`config.mk`:
```
export PLATFORM = sky130hd
export DESIGN_NAME = bcu_top
export DESIGN_NICKNAME = d
export VERILOG_FILES = /design/src/rtl/bcu_pkg.sv /design/src/rtl/bcu_cond.sv /design/src/rtl/bcu_top.sv
export VERILOG_INCLUDE_DIRS = /design/src /design/src/rtl
export SDC_FILE = /design/constraint.sdc
export NUM_CORES = 1
export LEC_CHECK = 0
export ABC_AREA = 1
export BUFFER_PORTS_ARGS = -buffer_cell sky130_fd_sc_hd__buf_2
export CELL_PAD_IN_SITES_DETAIL_PLACEMENT = 2
export CELL_PAD_IN_SITES_GLOBAL_PLACEMENT = 2
export CORE_MARGIN = 3
export CORE_UTILIZATION = 29
export CTS_BUF_LIST = sky130_fd_sc_hd__clkbuf_4
export DETAILED_ROUTE_END_ITERATION = 10
export PLACE_DENSITY_LB_ADDON = 0.15
export SLEW_MARGIN = 5
export SYNTH_ARGS = -nofsm -noshare
export SYNTH_HDL_FRONTEND = slang
export SYNTH_SLANG_ARGS = --single-unit
```
`constraint.sdc`:
```
create_clock -name clk -period 3 [get_ports clk]
set_input_delay 0.6 -clock clk [delete_from_list [all_inputs] [get_ports clk]]
set_output_delay 0.6 -clock clk [all_outputs]
set_load 0.01 [all_outputs]
```
`src/rtl/bcu_regs.svh`:
```
`ifndef BCU_REGS_SVH
`define BCU_REGS_SVH

`define BCU_OP_SPECIAL 6'h00
`define BCU_OP_REGIMM 6'h01
`define BCU_OP_UNEQ 6'h05
`define BCU_OP_NONPOS 6'h06
`define BCU_OP_UNEQ_L 6'h15
`define BCU_OP_NONPOS_L 6'h16
`define BCU_OP_POS_L 6'h17
`define BCU_FN_TRAP 6'h0d
`define BCU_RI_NEG 5'h00
`define BCU_RI_NEG_L 5'h02
`define BCU_RI_NEG_LINK 5'h10
`define BCU_RI_NEG_LINK_L 5'h12
`define BCU_ZERO_FIELD 5'h00
`define BCU_LINK_REG 5'h1f
`define BCU_SLOT_STEP 32'h0000_0004
`define BCU_LINK_STEP 32'h0000_0008
`define BCU_RST_PC 32'h0000_0000

`endif

```
`src/rtl/bcu_pkg.sv`:
```
package bcu_pkg;

	typedef enum logic [3:0] {
		BCU_K_NONE,
		BCU_K_POS_L,
		BCU_K_NONPOS,
		BCU_K_NONPOS_L,
		BCU_K_NEG,
		BCU_K_NEG_L,
		BCU_K_NEG_LINK,
		BCU_K_NEG_LINK_L,
		BCU_K_UNEQ,
		BCU_K_UNEQ_L,
		BCU_K_TRAP
	} bcu_kind_e;

	typedef enum logic [0:0] {
		BCU_S_IDLE,
		BCU_S_EVAL
	} bcu_state_e;

	typedef logic [31:0] bcu_word_t;

	typedef struct packed {
		bcu_state_e state;
		bcu_kind_e kind;
		bcu_word_t pc;
		logic [15:0] offset;
		logic [4:0] src_a_idx;
		logic [4:0] src_b_idx;
		logic ready;
		logic redirect_valid;
		bcu_word_t redirect_pc;
		logic nullify_slot;
		logic link_we;
		bcu_word_t link_data;
		logic trap_valid;
		bcu_word_t debug_return_pc;
		logic done;
	} bcu_state_s;

endpackage : bcu_pkg

```
`src/rtl/bcu_cond.sv`:
```
`timescale 1ns/10ps
module bcu_cond (
	input wire bcu_pkg::bcu_kind_e kind,
	input wire logic [31:0] src_a,
	input wire logic [31:0] src_b,
	output logic take,
	output logic likely
);
	logic a_zero;

	assign a_zero = (src_a == 32'h0000_0000);

	always_comb
	begin
		take = 1'b0;
		likely = 1'b0;
		case (kind)
			bcu_pkg::BCU_K_POS_L:
			begin
				take = !src_a[31] && !a_zero; // [RULE_04]
				likely = 1'b1;
			end
			bcu_pkg::BCU_K_NONPOS:
			begin
				take = src_a[31] || a_zero; // [RULE_05]
			end
			bcu_pkg::BCU_K_NONPOS_L:
			begin
				take = src_a[31] || a_zero; // [RULE_05]
				likely = 1'b1;
			end
			bcu_pkg::BCU_K_NEG, bcu_pkg::BCU_K_NEG_LINK:
			begin
				take = src_a[31]; // [RULE_06]
			end
			bcu_pkg::BCU_K_NEG_L, bcu_pkg::BCU_K_NEG_LINK_L:
			begin
				take = src_a[31]; // [RULE_06]
				likely = 1'b1; // [RULE_03]
			end
			bcu_pkg::BCU_K_UNEQ:
			begin
				take = (src_a != src_b); // [RULE_09]
			end
			bcu_pkg::BCU_K_UNEQ_L:
			begin
				take = (src_a != src_b); // [RULE_09]
				likely = 1'b1;
			end
			default:
			begin
				take = 1'b0;
				likely = 1'b0;
			end
		endcase
	end
endmodule : bcu_cond

```
`src/rtl/bcu_top.sv`:
```
// Notes on behaviour
// [RULE_01] Target is delay-slot address plus sign-extended offset shifted left two.
// [RULE_02] A taken branch redirects the PC only after the one delay-slot instruction.
// [RULE_03] Every likely form nullifies its delay slot when not taken.
// [RULE_04] Opcode 010111 with zero second field is positive likely: sign clear, nonzero.
// [RULE_05] Opcodes 000110 and 010110 branch when sign set or value zero.
// [RULE_06] Group 000001 codes 00000 and 00010 branch when sign bit set.
// [RULE_07] Codes 10000 and 10010 always write post-slot address into r31.
// [RULE_08] Testing r31 in a link branch is discouraged but raises no error.
// [RULE_09] Opcodes 000101 and 010101 branch when the two registers differ.
// [RULE_10] Special function 001101 raises a breakpoint exception at once.
// [RULE_11] Trap code is ignored; trapping address is kept in the debug return PC.
// [RULE_12] Conditions use forwarded register values, stalling while a load to a tested nonzero register is pending.
`timescale 1ns/10ps
`include "bcu_regs.svh"
module bcu_top (
	input wire logic clk,
	input wire logic srst,
	input wire logic instr_valid,
	input wire logic [31:0] instr_word,
	input wire logic [31:0] instr_pc,
	input wire logic [31:0] rf_a_data,
	input wire logic [31:0] rf_b_data,
	input wire logic fwd_we,
	input wire logic [4:0] fwd_idx,
	input wire logic [31:0] fwd_data,
	input wire logic load_pending,
	input wire logic [4:0] load_idx,
	output logic ready,
	output logic [4:0] src_a_idx,
	output logic [4:0] src_b_idx,
	output logic redirect_valid,
	output logic [31:0] redirect_pc,
	output logic nullify_slot,
	output logic link_we,
	output logic [4:0] link_idx,
	output logic [31:0] link_data,
	output logic trap_valid,
	output logic [31:0] debug_return_pc,
	output logic done
);
	bcu_pkg::bcu_state_s st_q;
	bcu_pkg::bcu_state_s st_d;
	bcu_pkg::bcu_kind_e dec_kind;
	logic [31:0] op_a;
	logic [31:0] op_b;
	logic hazard;
	logic take;
	logic likely;
	logic fire;
	logic [31:0] tgt;

	function automatic logic [31:0] pick(input logic [4:0] idx, input logic [31:0] rf_val,
		input logic we, input logic [4:0] widx, input logic [31:0] wdata);
		logic [31:0] r;
		r = rf_val;
		if (idx == 5'h00)
		begin
			r = 32'h0000_0000;
		end
		else if (we && (widx == idx))
		begin
			r = wdata;
		end
		return r;
	endfunction : pick

	function automatic logic needs_b(input bcu_pkg::bcu_kind_e k);
		return (k == bcu_pkg::BCU_K_UNEQ) || (k == bcu_pkg::BCU_K_UNEQ_L);
	endfunction : needs_b

	function automatic logic is_link(input bcu_pkg::bcu_kind_e k);
		return (k == bcu_pkg::BCU_K_NEG_LINK) || (k == bcu_pkg::BCU_K_NEG_LINK_L);
	endfunction : is_link

	always_comb
	begin
		dec_kind = bcu_pkg::BCU_K_NONE;
		case (instr_word[31:26])
			`BCU_OP_POS_L:
			begin
				if (instr_word[20:16] == `BCU_ZERO_FIELD)
				begin
					dec_kind = bcu_pkg::BCU_K_POS_L; // [RULE_04]
				end
			end
			`BCU_OP_NONPOS:
			begin
				dec_kind = bcu_pkg::BCU_K_NONPOS; // [RULE_05]
			end
			`BCU_OP_NONPOS_L:
			begin
				dec_kind = bcu_pkg::BCU_K_NONPOS_L; // [RULE_05]
			end
			`BCU_OP_REGIMM:
			begin
				case (instr_word[20:16])
					`BCU_RI_NEG: dec_kind = bcu_pkg::BCU_K_NEG; // [RULE_06]
					`BCU_RI_NEG_L: dec_kind = bcu_pkg::BCU_K_NEG_L; // [RULE_06]
					`BCU_RI_NEG_LINK: dec_kind = bcu_pkg::BCU_K_NEG_LINK; // [RULE_07]
					`BCU_RI_NEG_LINK_L: dec_kind = bcu_pkg::BCU_K_NEG_LINK_L; // [RULE_07]
					default: dec_kind = bcu_pkg::BCU_K_NONE;
				endcase
			end
			`BCU_OP_UNEQ:
			begin
				dec_kind = bcu_pkg::BCU_K_UNEQ; // [RULE_09]
			end
			`BCU_OP_UNEQ_L:
			begin
				dec_kind = bcu_pkg::BCU_K_UNEQ_L; // [RULE_09]
			end
			`BCU_OP_SPECIAL:
			begin
				if (instr_word[5:0] == `BCU_FN_TRAP)
				begin
					dec_kind = bcu_pkg::BCU_K_TRAP; // [RULE_10]
				end
			end
			default:
			begin
				dec_kind = bcu_pkg::BCU_K_NONE;
			end
		endcase
	end

	// Operands are the register file values overridden by the newest result in flight.
	assign op_a = pick(st_q.src_a_idx, rf_a_data, fwd_we, fwd_idx, fwd_data); // [RULE_12]
	assign op_b = pick(st_q.src_b_idx, rf_b_data, fwd_we, fwd_idx, fwd_data); // [RULE_12]

	// A load still in flight to a needed register holds evaluation.
	assign hazard = load_pending && (load_idx != 5'h00) && st_q.kind != bcu_pkg::BCU_K_TRAP
		&& ((load_idx == st_q.src_a_idx) || (needs_b(st_q.kind) && load_idx == st_q.src_b_idx));
	assign fire = (st_q.state == bcu_pkg::BCU_S_EVAL) && !hazard; // [RULE_12]

	// Offset shifted by two, sign-extended, added to the delay-slot address.
	assign tgt = st_q.pc + `BCU_SLOT_STEP
		+ {{14{st_q.offset[15]}}, st_q.offset, 2'b00}; // [RULE_01]

	bcu_cond u_cond (
		.kind(st_q.kind),
		.src_a(op_a),
		.src_b(op_b),
		.take(take),
		.likely(likely)
	);

	always_comb
	begin
		st_d = st_q;
		st_d.redirect_valid = 1'b0;
		st_d.nullify_slot = 1'b0;
		st_d.link_we = 1'b0;
		st_d.trap_valid = 1'b0;
		st_d.done = 1'b0;
		case (st_q.state)
			bcu_pkg::BCU_S_IDLE:
			begin
				if (instr_valid && st_q.ready && dec_kind != bcu_pkg::BCU_K_NONE)
				begin
					st_d.state = bcu_pkg::BCU_S_EVAL;
					st_d.kind = dec_kind;
					st_d.pc = instr_pc;
					st_d.offset = instr_word[15:0];
					st_d.src_a_idx = instr_word[25:21];
					st_d.src_b_idx = instr_word[20:16];
					st_d.ready = 1'b0;
				end
			end
			bcu_pkg::BCU_S_EVAL:
			begin
				if (fire)
				begin
					st_d.state = bcu_pkg::BCU_S_IDLE;
					st_d.ready = 1'b1;
					st_d.done = 1'b1;
					if (st_q.kind == bcu_pkg::BCU_K_TRAP)
					begin
						st_d.trap_valid = 1'b1; // [RULE_10]
						st_d.debug_return_pc = st_q.pc; // [RULE_11]
					end
					else
					begin
						// The fetch already holds the slot; the target applies after it.
						st_d.redirect_valid = take; // [RULE_02]
						st_d.redirect_pc = tgt; // [RULE_01]
						st_d.nullify_slot = likely && !take; // [RULE_03]
						if (is_link(st_q.kind))
						begin
							// The test used the value read before this write, even for r31.
							st_d.link_we = 1'b1; // [RULE_07] [RULE_08]
							st_d.link_data = st_q.pc + `BCU_LINK_STEP; // [RULE_07]
						end
					end
				end
			end
			default:
			begin
				st_d.state = bcu_pkg::BCU_S_IDLE;
				st_d.ready = 1'b1;
			end
		endcase
	end

	always_ff @(posedge clk)
	begin
		if (srst)
		begin
			st_q <= '0;
			st_q.state <= bcu_pkg::BCU_S_IDLE;
			st_q.kind <= bcu_pkg::BCU_K_NONE;
			st_q.ready <= 1'b1;
			st_q.pc <= `BCU_RST_PC;
			st_q.debug_return_pc <= `BCU_RST_PC;
		end
		else
		begin
			st_q <= st_d;
		end
	end

	assign ready = st_q.ready;
	assign src_a_idx = st_q.src_a_idx;
	assign src_b_idx = st_q.src_b_idx;
	assign redirect_valid = st_q.redirect_valid;
	assign redirect_pc = st_q.redirect_pc;
	assign nullify_slot = st_q.nullify_slot;
	assign link_we = st_q.link_we;
	assign link_idx = `BCU_LINK_REG;
	assign link_data = st_q.link_data;
	assign trap_valid = st_q.trap_valid;
	assign debug_return_pc = st_q.debug_return_pc;
	assign done = st_q.done;
endmodule : bcu_top

```
==> metrics.cfg, run 1 <==
[run_status]
outcome=finished, final reports clean

[power_and_ir_drop]
cellLeakagePower_nw=7.09
power_density_nw_per_um2=369
vdd_ir_drop_max_mv=0.190

[logic_synthesis]
synth_top_area_share_pct=28.1
syn_inst=1862
avgSynthCellArea_um2=6.31
ys_ff_latch=165
ys_types=47
synth_area_um2=11700
synth.area.top_cells=dfxtp_1 (28%), nand2_1 (14%), nor2_1 (8.2%), buf_4 (7.1%), inv_1 (6.6%)
muxShareOfSynthArea_pct=0
synthXorXnorAreaFrac_pct=4.10
synth_area_leader_cell=dfxtp_1
yosysWarningCount=0
ys_seq_area_share_pct=28.1
synth_top_family_by_area=simple AND/OR/NAND/NOR gates
synth-simple-area-share_pct=30.4
synthAdderAreaFrac_pct=6.35
synth-compound-area-share_pct=13.9

[place]
dp_hpwl_um=39000
io_buffers=286
gp_congestion=0.843

[route]
wl_per_cell_um=19.1
drcViolationCount=0
vias=12536
drt-vias-per-instance=4.87
wirelength_um=49200
drt_iter0_drc=566
ant_nets=0
drt_first_pass_iters=5

[timing]
period_share_pct=91.3
finalSetupViolCount=0
tightestPinTransition_ns=0.653
rsz0062_at_grt=no
timing.fmax_mhz=365
final_hold_viol_count=0
clock_skew_ns=0.0342
hold_slack_ns=0.236
fin_crit_ns=2.74
slew_viol_final=0
maxSlewHeadroom_pct=56.1
finalSetupTns_ns=0

[finish]
area_growth_pct=14.6
layout-drive-gt1-share_pct=19.0
layout.cells.most_common_list=nand2_1 (428), buf_2 (286), nor2_1 (257)
fill_cells=5048
mostFrequentLayoutCell=nand2_1
final_nets=2266

[setup_path]
critPathKind=register to register
worstPathRequired_ns=3.46
cp-start-kind=register
endpoint_kind=register
crit_fanout=6
r2r_slack_ns=0.26
crit_arrival_ns=3.19

[floorplan]
start_util_pct=29.4
fp.dieW_um=207
fp.coreArea_um2=39900
dieArea_um2=43000
num_io_pins=292
die_h_um=207
rows=73

[clocking]
root_buffer=clkbuf_4
numCtsBuffers=17
cts_num_sinks=165
htreeDepth=4
cts_tree=built
clk_latency_ns=0.61
hold_buffers=0
clk_pin_slew_worst_paths_ns=0.16
clock_path_buffers=2

[global_routing]
grt_antenna_before_repair=14
grt_max_degree=71
track_usage_pct=22.5
grt_first_pass_wirelength_um=77400
grt_pass1_vias=13607
overflow=0

[job]
drv_cap=0

[hold_path]
worstHoldPathType=input pin to register

==> per-stage QoR <==
| step | area (um^2) | worst slack [ns] | cells | power [mW] | util (%) |
|---|---|---|---|---|---|
| floorplan | 11800 | 0.558 | 1866 | 3.07 | - |
| global placement | 13100 | 0.222 | 2538 | 3.55 | 32.9 |
| detailed placement | 13100 | 0.187 | 2538 | 3.58 | 32.9 |
| CTS | 13500 | 0.100 | 2570 | 5.06 | 33.7 |
| global route | 13500 | 0.0323 | 2572 | 5.29 | 33.7 |
| finish | 13500 | 0.262 | 2575 | 4.97 | 33.7 |
==> cell usage after synthesis (all sizes together) <==
master / number
or2: 2
and3: 1
and3b: 1
ha: 58
a21o: 1
a21boi: 9
conb: 1
nand2: 429
o21a: 2
a31oi: 5
o21bai: 4
o21ai: 135
nor2: 264
nand3b: 2
o2111ai: 2
buf: 131
nand4: 32
a22oi: 13
a32oi: 1
a21oi: 129
dfxtp: 165
nor4: 7
nor3: 19
clkbuf: 56
o211ai: 2
nor3b: 1
xor2: 32
nand3: 107
a221oi: 1
xnor2: 23
nand2b: 1
inv: 212
a211oi: 2
clkinv: 11
fa: 1
==> report_power, final <==
part	switching, mW	total, mW	internal (mW)
registers	0.0547	2.30	2.24
logic	0.783	1.22	0.435
clock network	0.923	1.46	0.533
total	1.76	4.97	3.21
==> sequential cells by signal, indices dropped and copies added (netlist names) <==
signal           cells
redirect_pc         32
st_q                53
trap_valid           1
src_a_idx            5
ready                1
redirect_valid       1
debug_return_pc     32
nullify_slot         1
done                 1
link_we              1
src_b_idx            5
link_data           32
==> logic make-up (layout without fill, tap and decap cells) <==
family,Yosys count,in the layout
adder cells (fa/ha/maj),59,59
AO/OA/AOI/OAI,306,306
other,1,10
buffers and inverters,410,589
AND/OR/NAND/NOR,866,866
flip-flops,165,165
XOR/XNOR,55,55
==> area by class of cell <==
cell class,instances,area [um^2],share of cell area (%)
well taps,525,657,4.88
multi-input cells,1291,6470,48.0
clock inverters,14,170,1.26
repair buffers,334,1880,14.0
flip-flops and latches,165,3300,24.5
clock buffers,18,135,1.00
inverters,223,838,6.22
diodes,5,12.5,0.0929
==> what timing repair did <==
action                     4_1_cts  5_1_grt
setup endpoints to repair        0        8
resized for setup                0        6
buffers inserted                 0        0
==> path summary, 6_finish.rpt <==
kind | to | startpoint | depth (start not counted)
setup / recovery | redirect_pc[29] | st_q[143] | 12
hold / removal | st_q[129] | instr_pc[1] | 3
setup reg to reg | redirect_pc[29] | st_q[143] | 12
hold reg to reg | debug_return_pc[31] | debug_return_pc[31] | 2
==> routing by layer <==
| metal | vias to the layer above | wire length (um) | global-route usage (%) | share of wire (%) |
|---|---|---|---|---|
| li1 | 6169 | - | - | - |
| met1 | 6080 | 20900 | 26.7 | 42 |
| met2 | 211 | 25300 | 41.5 | 51 |
| met3 | 56 | 2120 | 4.84 | 4.3 |
| met4 | 20 | 799 | 5.15 | 1.6 |
| met5 | - | 142 | 0 | 0.29 |
==> critical path: stages, from the launching register on <==
cell      delay [ns]
dfxtp_1         0.51
ha_1            0.30
ha_1            0.41
nand2_1         0.16
nor2_1          0.12
inv_1           0.06
nor3_1          0.25
nand3_1         0.12
nand3_1         0.16
a21oi_1         0.13
o21bai_1        0.17
xnor2_1         0.13
a21boi_0        0.09
(Power assumes the default switching activity.)
==> inputs of run 2 (changes only) <==
--- a/config.mk
+++ b/config.mk
@@ -7,6 +7,7 @@
 export NUM_CORES = 1
 export LEC_CHECK = 0
 export ABC_AREA = 1
+export ABC_CLOCK_PERIOD_IN_PS = 3000
 export BUFFER_PORTS_ARGS = -buffer_cell sky130_fd_sc_hd__buf_2
 export CELL_PAD_IN_SITES_DETAIL_PLACEMENT = 2
 export CELL_PAD_IN_SITES_GLOBAL_PLACEMENT = 2
@@ -18,4 +19,5 @@
 export SLEW_MARGIN = 5
 export SYNTH_ARGS = -nofsm -noshare
 export SYNTH_HDL_FRONTEND = slang
+export SYNTH_HIERARCHICAL = 1
 export SYNTH_SLANG_ARGS = --single-unit
==> constraint.sdc (replaced) <==
create_clock -name clk -period 3 [get_ports clk]
set_input_delay 0.3 -clock clk [delete_from_list [all_inputs] [get_ports clk]]
set_output_delay 0.3 -clock clk [all_outputs]
set_load 0.01 [all_outputs]
==> metrics.cfg, run 2 <==
[timing]
tightestPinTransition_ns=0.636  ; -0.0175 ns
period_share_pct=88.2  ; -3.1 points
clock_skew_ns=0.0336  ; -0.000637 ns
slew_viol_final=0  ; unchanged
finalSetupViolCount=0  ; unchanged
final_hold_viol_count=0  ; unchanged
maxSlewHeadroom_pct=57.6  ; +1.6 points
finalSetupTns_ns=0  ; unchanged
rsz0062_at_grt=no
hold_slack_ns=0.0679  ; -0.168 ns
fin_crit_ns=2.64  ; -0.0934 ns
timing.fmax_mhz=378  ; +3.5%

[setup_path]
endpoint_kind=register
crit_arrival_ns=3.26  ; +0.07 ns
critPathKind=register to register
r2r-start=src_a_idx[3]
crit_fanout=32  ; +26
r2r-end=nullify_slot
rr_worst_depth=16  ; +4
r2r_slack_ns=0.36  ; +0.09 ns
worstPathRequired_ns=3.62  ; +0.16 ns
setup.worst_path.start=src_a_idx[3]
crit_end=nullify_slot
cp-start-kind=register

[global_routing]
grt_antenna_before_repair=4  ; -10
track_usage_pct=23.9  ; +1.4 points
grt_first_pass_wirelength_um=87800  ; +13%
grt_max_degree=62  ; -13%
grt_pass1_vias=15220  ; +12%
overflow=0  ; unchanged

[route]
routedLengthMet1_um=26300  ; +26%
ant_nets=0  ; unchanged
met3_wirelength_um=1790  ; -16%
vias=13913  ; +11%
drt-vias-per-instance=4.86  ; -0.15%
wirelength_um=55900  ; +14%
wl_met2_um=27000  ; +6.8%
drcViolationCount=0  ; unchanged
wl_per_cell_um=19.5  ; +2.1%
highest_layer=met4
drt_first_pass_iters=5  ; unchanged
drt_iter0_drc=773  ; +37%

[finish]
final_nets=2501  ; +10%
area_growth_pct=19.5
mostFrequentLayoutCell=nand2_1
multi_input_area_um2=7360  ; +14%
largest_reg_flops=53  ; unchanged
regArea_um2=3300  ; about the same
largest-register=st_q
layout-drive-gt1-share_pct=17.5  ; -1.5 points
layout.cells.most_common_list=nand2_1 (593), buf_2 (286), nor2_1 (284)
fill_cells=5309  ; +5.2%

[logic_synthesis]
synth_top_area_share_pct=26.2  ; -1.9 points
synth-compound-area-share_pct=7.32  ; -6.6 points
syn_inst=2050  ; +10%
synth_area_leader_cell=dfxtp_1
synth-edff-count=0  ; unchanged
ys_seq_area_share_pct=26.2  ; -1.9 points
synthAdderAreaFrac_pct=5.91  ; -0.44 points
synth.area.top_cells=dfxtp_1 (26%), nand2_1 (18%), nor2_1 (8.4%), buf_4 (6.6%), a21oi_1 (6.5%)
synthXorXnorAreaFrac_pct=5.07  ; +0.97 points
synth_top_family_by_area=simple AND/OR/NAND/NOR gates
ys_ff_latch=165  ; unchanged
ys_types=36  ; -23%
ys.flop_type=dfxtp_1
muxShareOfSynthArea_pct=0  ; unchanged
avgSynthCellArea_um2=6.15  ; -2.5%
synth_area_um2=12600  ; +7.4%
synth_async_sr_flop_share_pct=0  ; unchanged
synth_common_cells=nand2_1 (594), nor2_1 (284), inv_1 (209)
post-synth-top-count-cell=nand2_1
yosysWarningCount=6  ; +6
synth-simple-area-share_pct=39.5  ; +9.1 points

[place]
gp_congestion=0.861  ; +2.2%
io_buffers=286  ; unchanged
dp_hpwl_um=43100  ; +10%

[floorplan]
die_h_um=215  ; +3.5%
rows=75  ; +2.7%
start_util_pct=29.7  ; +0.31 points
num_io_pins=292  ; unchanged
fp.dieW_um=215  ; +3.5%
fp.coreArea_um2=42400  ; +6.3%
dieArea_um2=46000  ; +7.2%

[power_and_ir_drop]
vdd_ir_drop_max_mv=0.201  ; +5.5%
cellLeakagePower_nw=7.64  ; +7.8%
power_density_nw_per_um2=345  ; -6.6%

[clocking]
cts_setup_buffers=0  ; unchanged
clk_latency_ns=0.67  ; +0.06 ns
numCtsBuffers=17  ; unchanged
root_buffer=clkbuf_4
clock_path_buffers=2  ; unchanged
htreeDepth=4  ; unchanged
cts_tree=built
cts_num_sinks=165  ; unchanged
clk_pin_slew_worst_paths_ns=0.16  ; about the same

[hold_path]
worstHoldPathType=input pin to register
worstHoldStart=instr_word[1]

[job]
drv_cap=0  ; unchanged

[run_status]
outcome=finished, final reports clean

==> run 2: power breakdown <==
part | switching, mW | internal (mW) | leakage (nW)
combinational | 0.716 | 0.456 | 6.12
sequential | 0.0528 | 2.24 | 1.33
clock | 0.965 | 0.770 | 0.189
==> run 2: repair_timing <==
item / in CTS / in global routing
hold endpoints to repair: 56 / 0
gates resized for setup: 0 / 1
hold buffers: 56 / 0
endpoints found under the setup margin: 0 / 1
==> run 2: logic make-up after synthesis <==
family          count (synthesis)
compound gates                181
xor+xnor                       73
fa+ha+maj                      59
buf+inv                       416
flops                         165
other cells                     1
simple gates                 1155
==> run 2: final cells by class <==
cell class | instances | area share (%)
antenna | 5 | 0.0830
clock buffer | 17 | 0.846
clock inverter | 15 | 1.59
tap | 577 | 4.79
inverter | 213 | 5.31
timing repair buffer | 397 | 16.6
multi-input combinational | 1473 | 48.8
sequential | 165 | 21.9
==> run 2: layer usage <==
metal	vias up	track usage, %
met5	-	0
met4	0	5.26
met3	45	3.53
met2	246	41.5
met1	6818	31.3
li1	6804	-
==> run 2: metrics by stage <==
| stage | std cells | instance area, um^2 | setup slack [ns] | power, mW | utilization [%] |
|---|---|---|---|---|---|
| 2_1_floorplan | 2054 | 12600 | 0.691 | 2.99 | - |
| 3_3_place_gp | 2769 | 14100 | 0.425 | 3.41 | 33.3 |
| 3_5_place_dp | 2769 | 14100 | 0.355 | 3.44 | 33.3 |
| 4_1_cts | 2857 | 15100 | 0.314 | 5.25 | 35.5 |
| 5_1_grt | 2862 | 15100 | 0.0599 | 5.49 | 35.5 |
| 6_report | 2862 | 15100 | 0.355 | 5.20 | 35.5 |
==> run 2: worst max-delay path: stages, from the launching register on <==
cell     delay, ns
dfxtp_1       0.53
o22ai_1       0.17
nor3_2        0.20
buf_6         0.30
nand4_1       0.14
a21oi_1       0.25
xnor2_1       0.15
nand2_1       0.08
nor2_1        0.15
nand2_1       0.09
nor2_1        0.10
nand2_1       0.09
nand2_1       0.07
nand2_1       0.05
inv_1         0.06
nand2_1       0.05
nor2_1        0.08
==> run 2: how the worst min path moves through the flow <==
stage | end | slack [ns] | depth (start not counted)
final | st_q[113] | 0.07 | 5
after floorplan | debug_return_pc[0] | 0.44 | 2
after CTS | st_q[113] | 0.005 | 5
after global routing | st_q[113] | 0.03 | 5
after detailed placement | debug_return_pc[27] | 0.45 | 2
after global placement | debug_return_pc[26] | 0.45 | 2
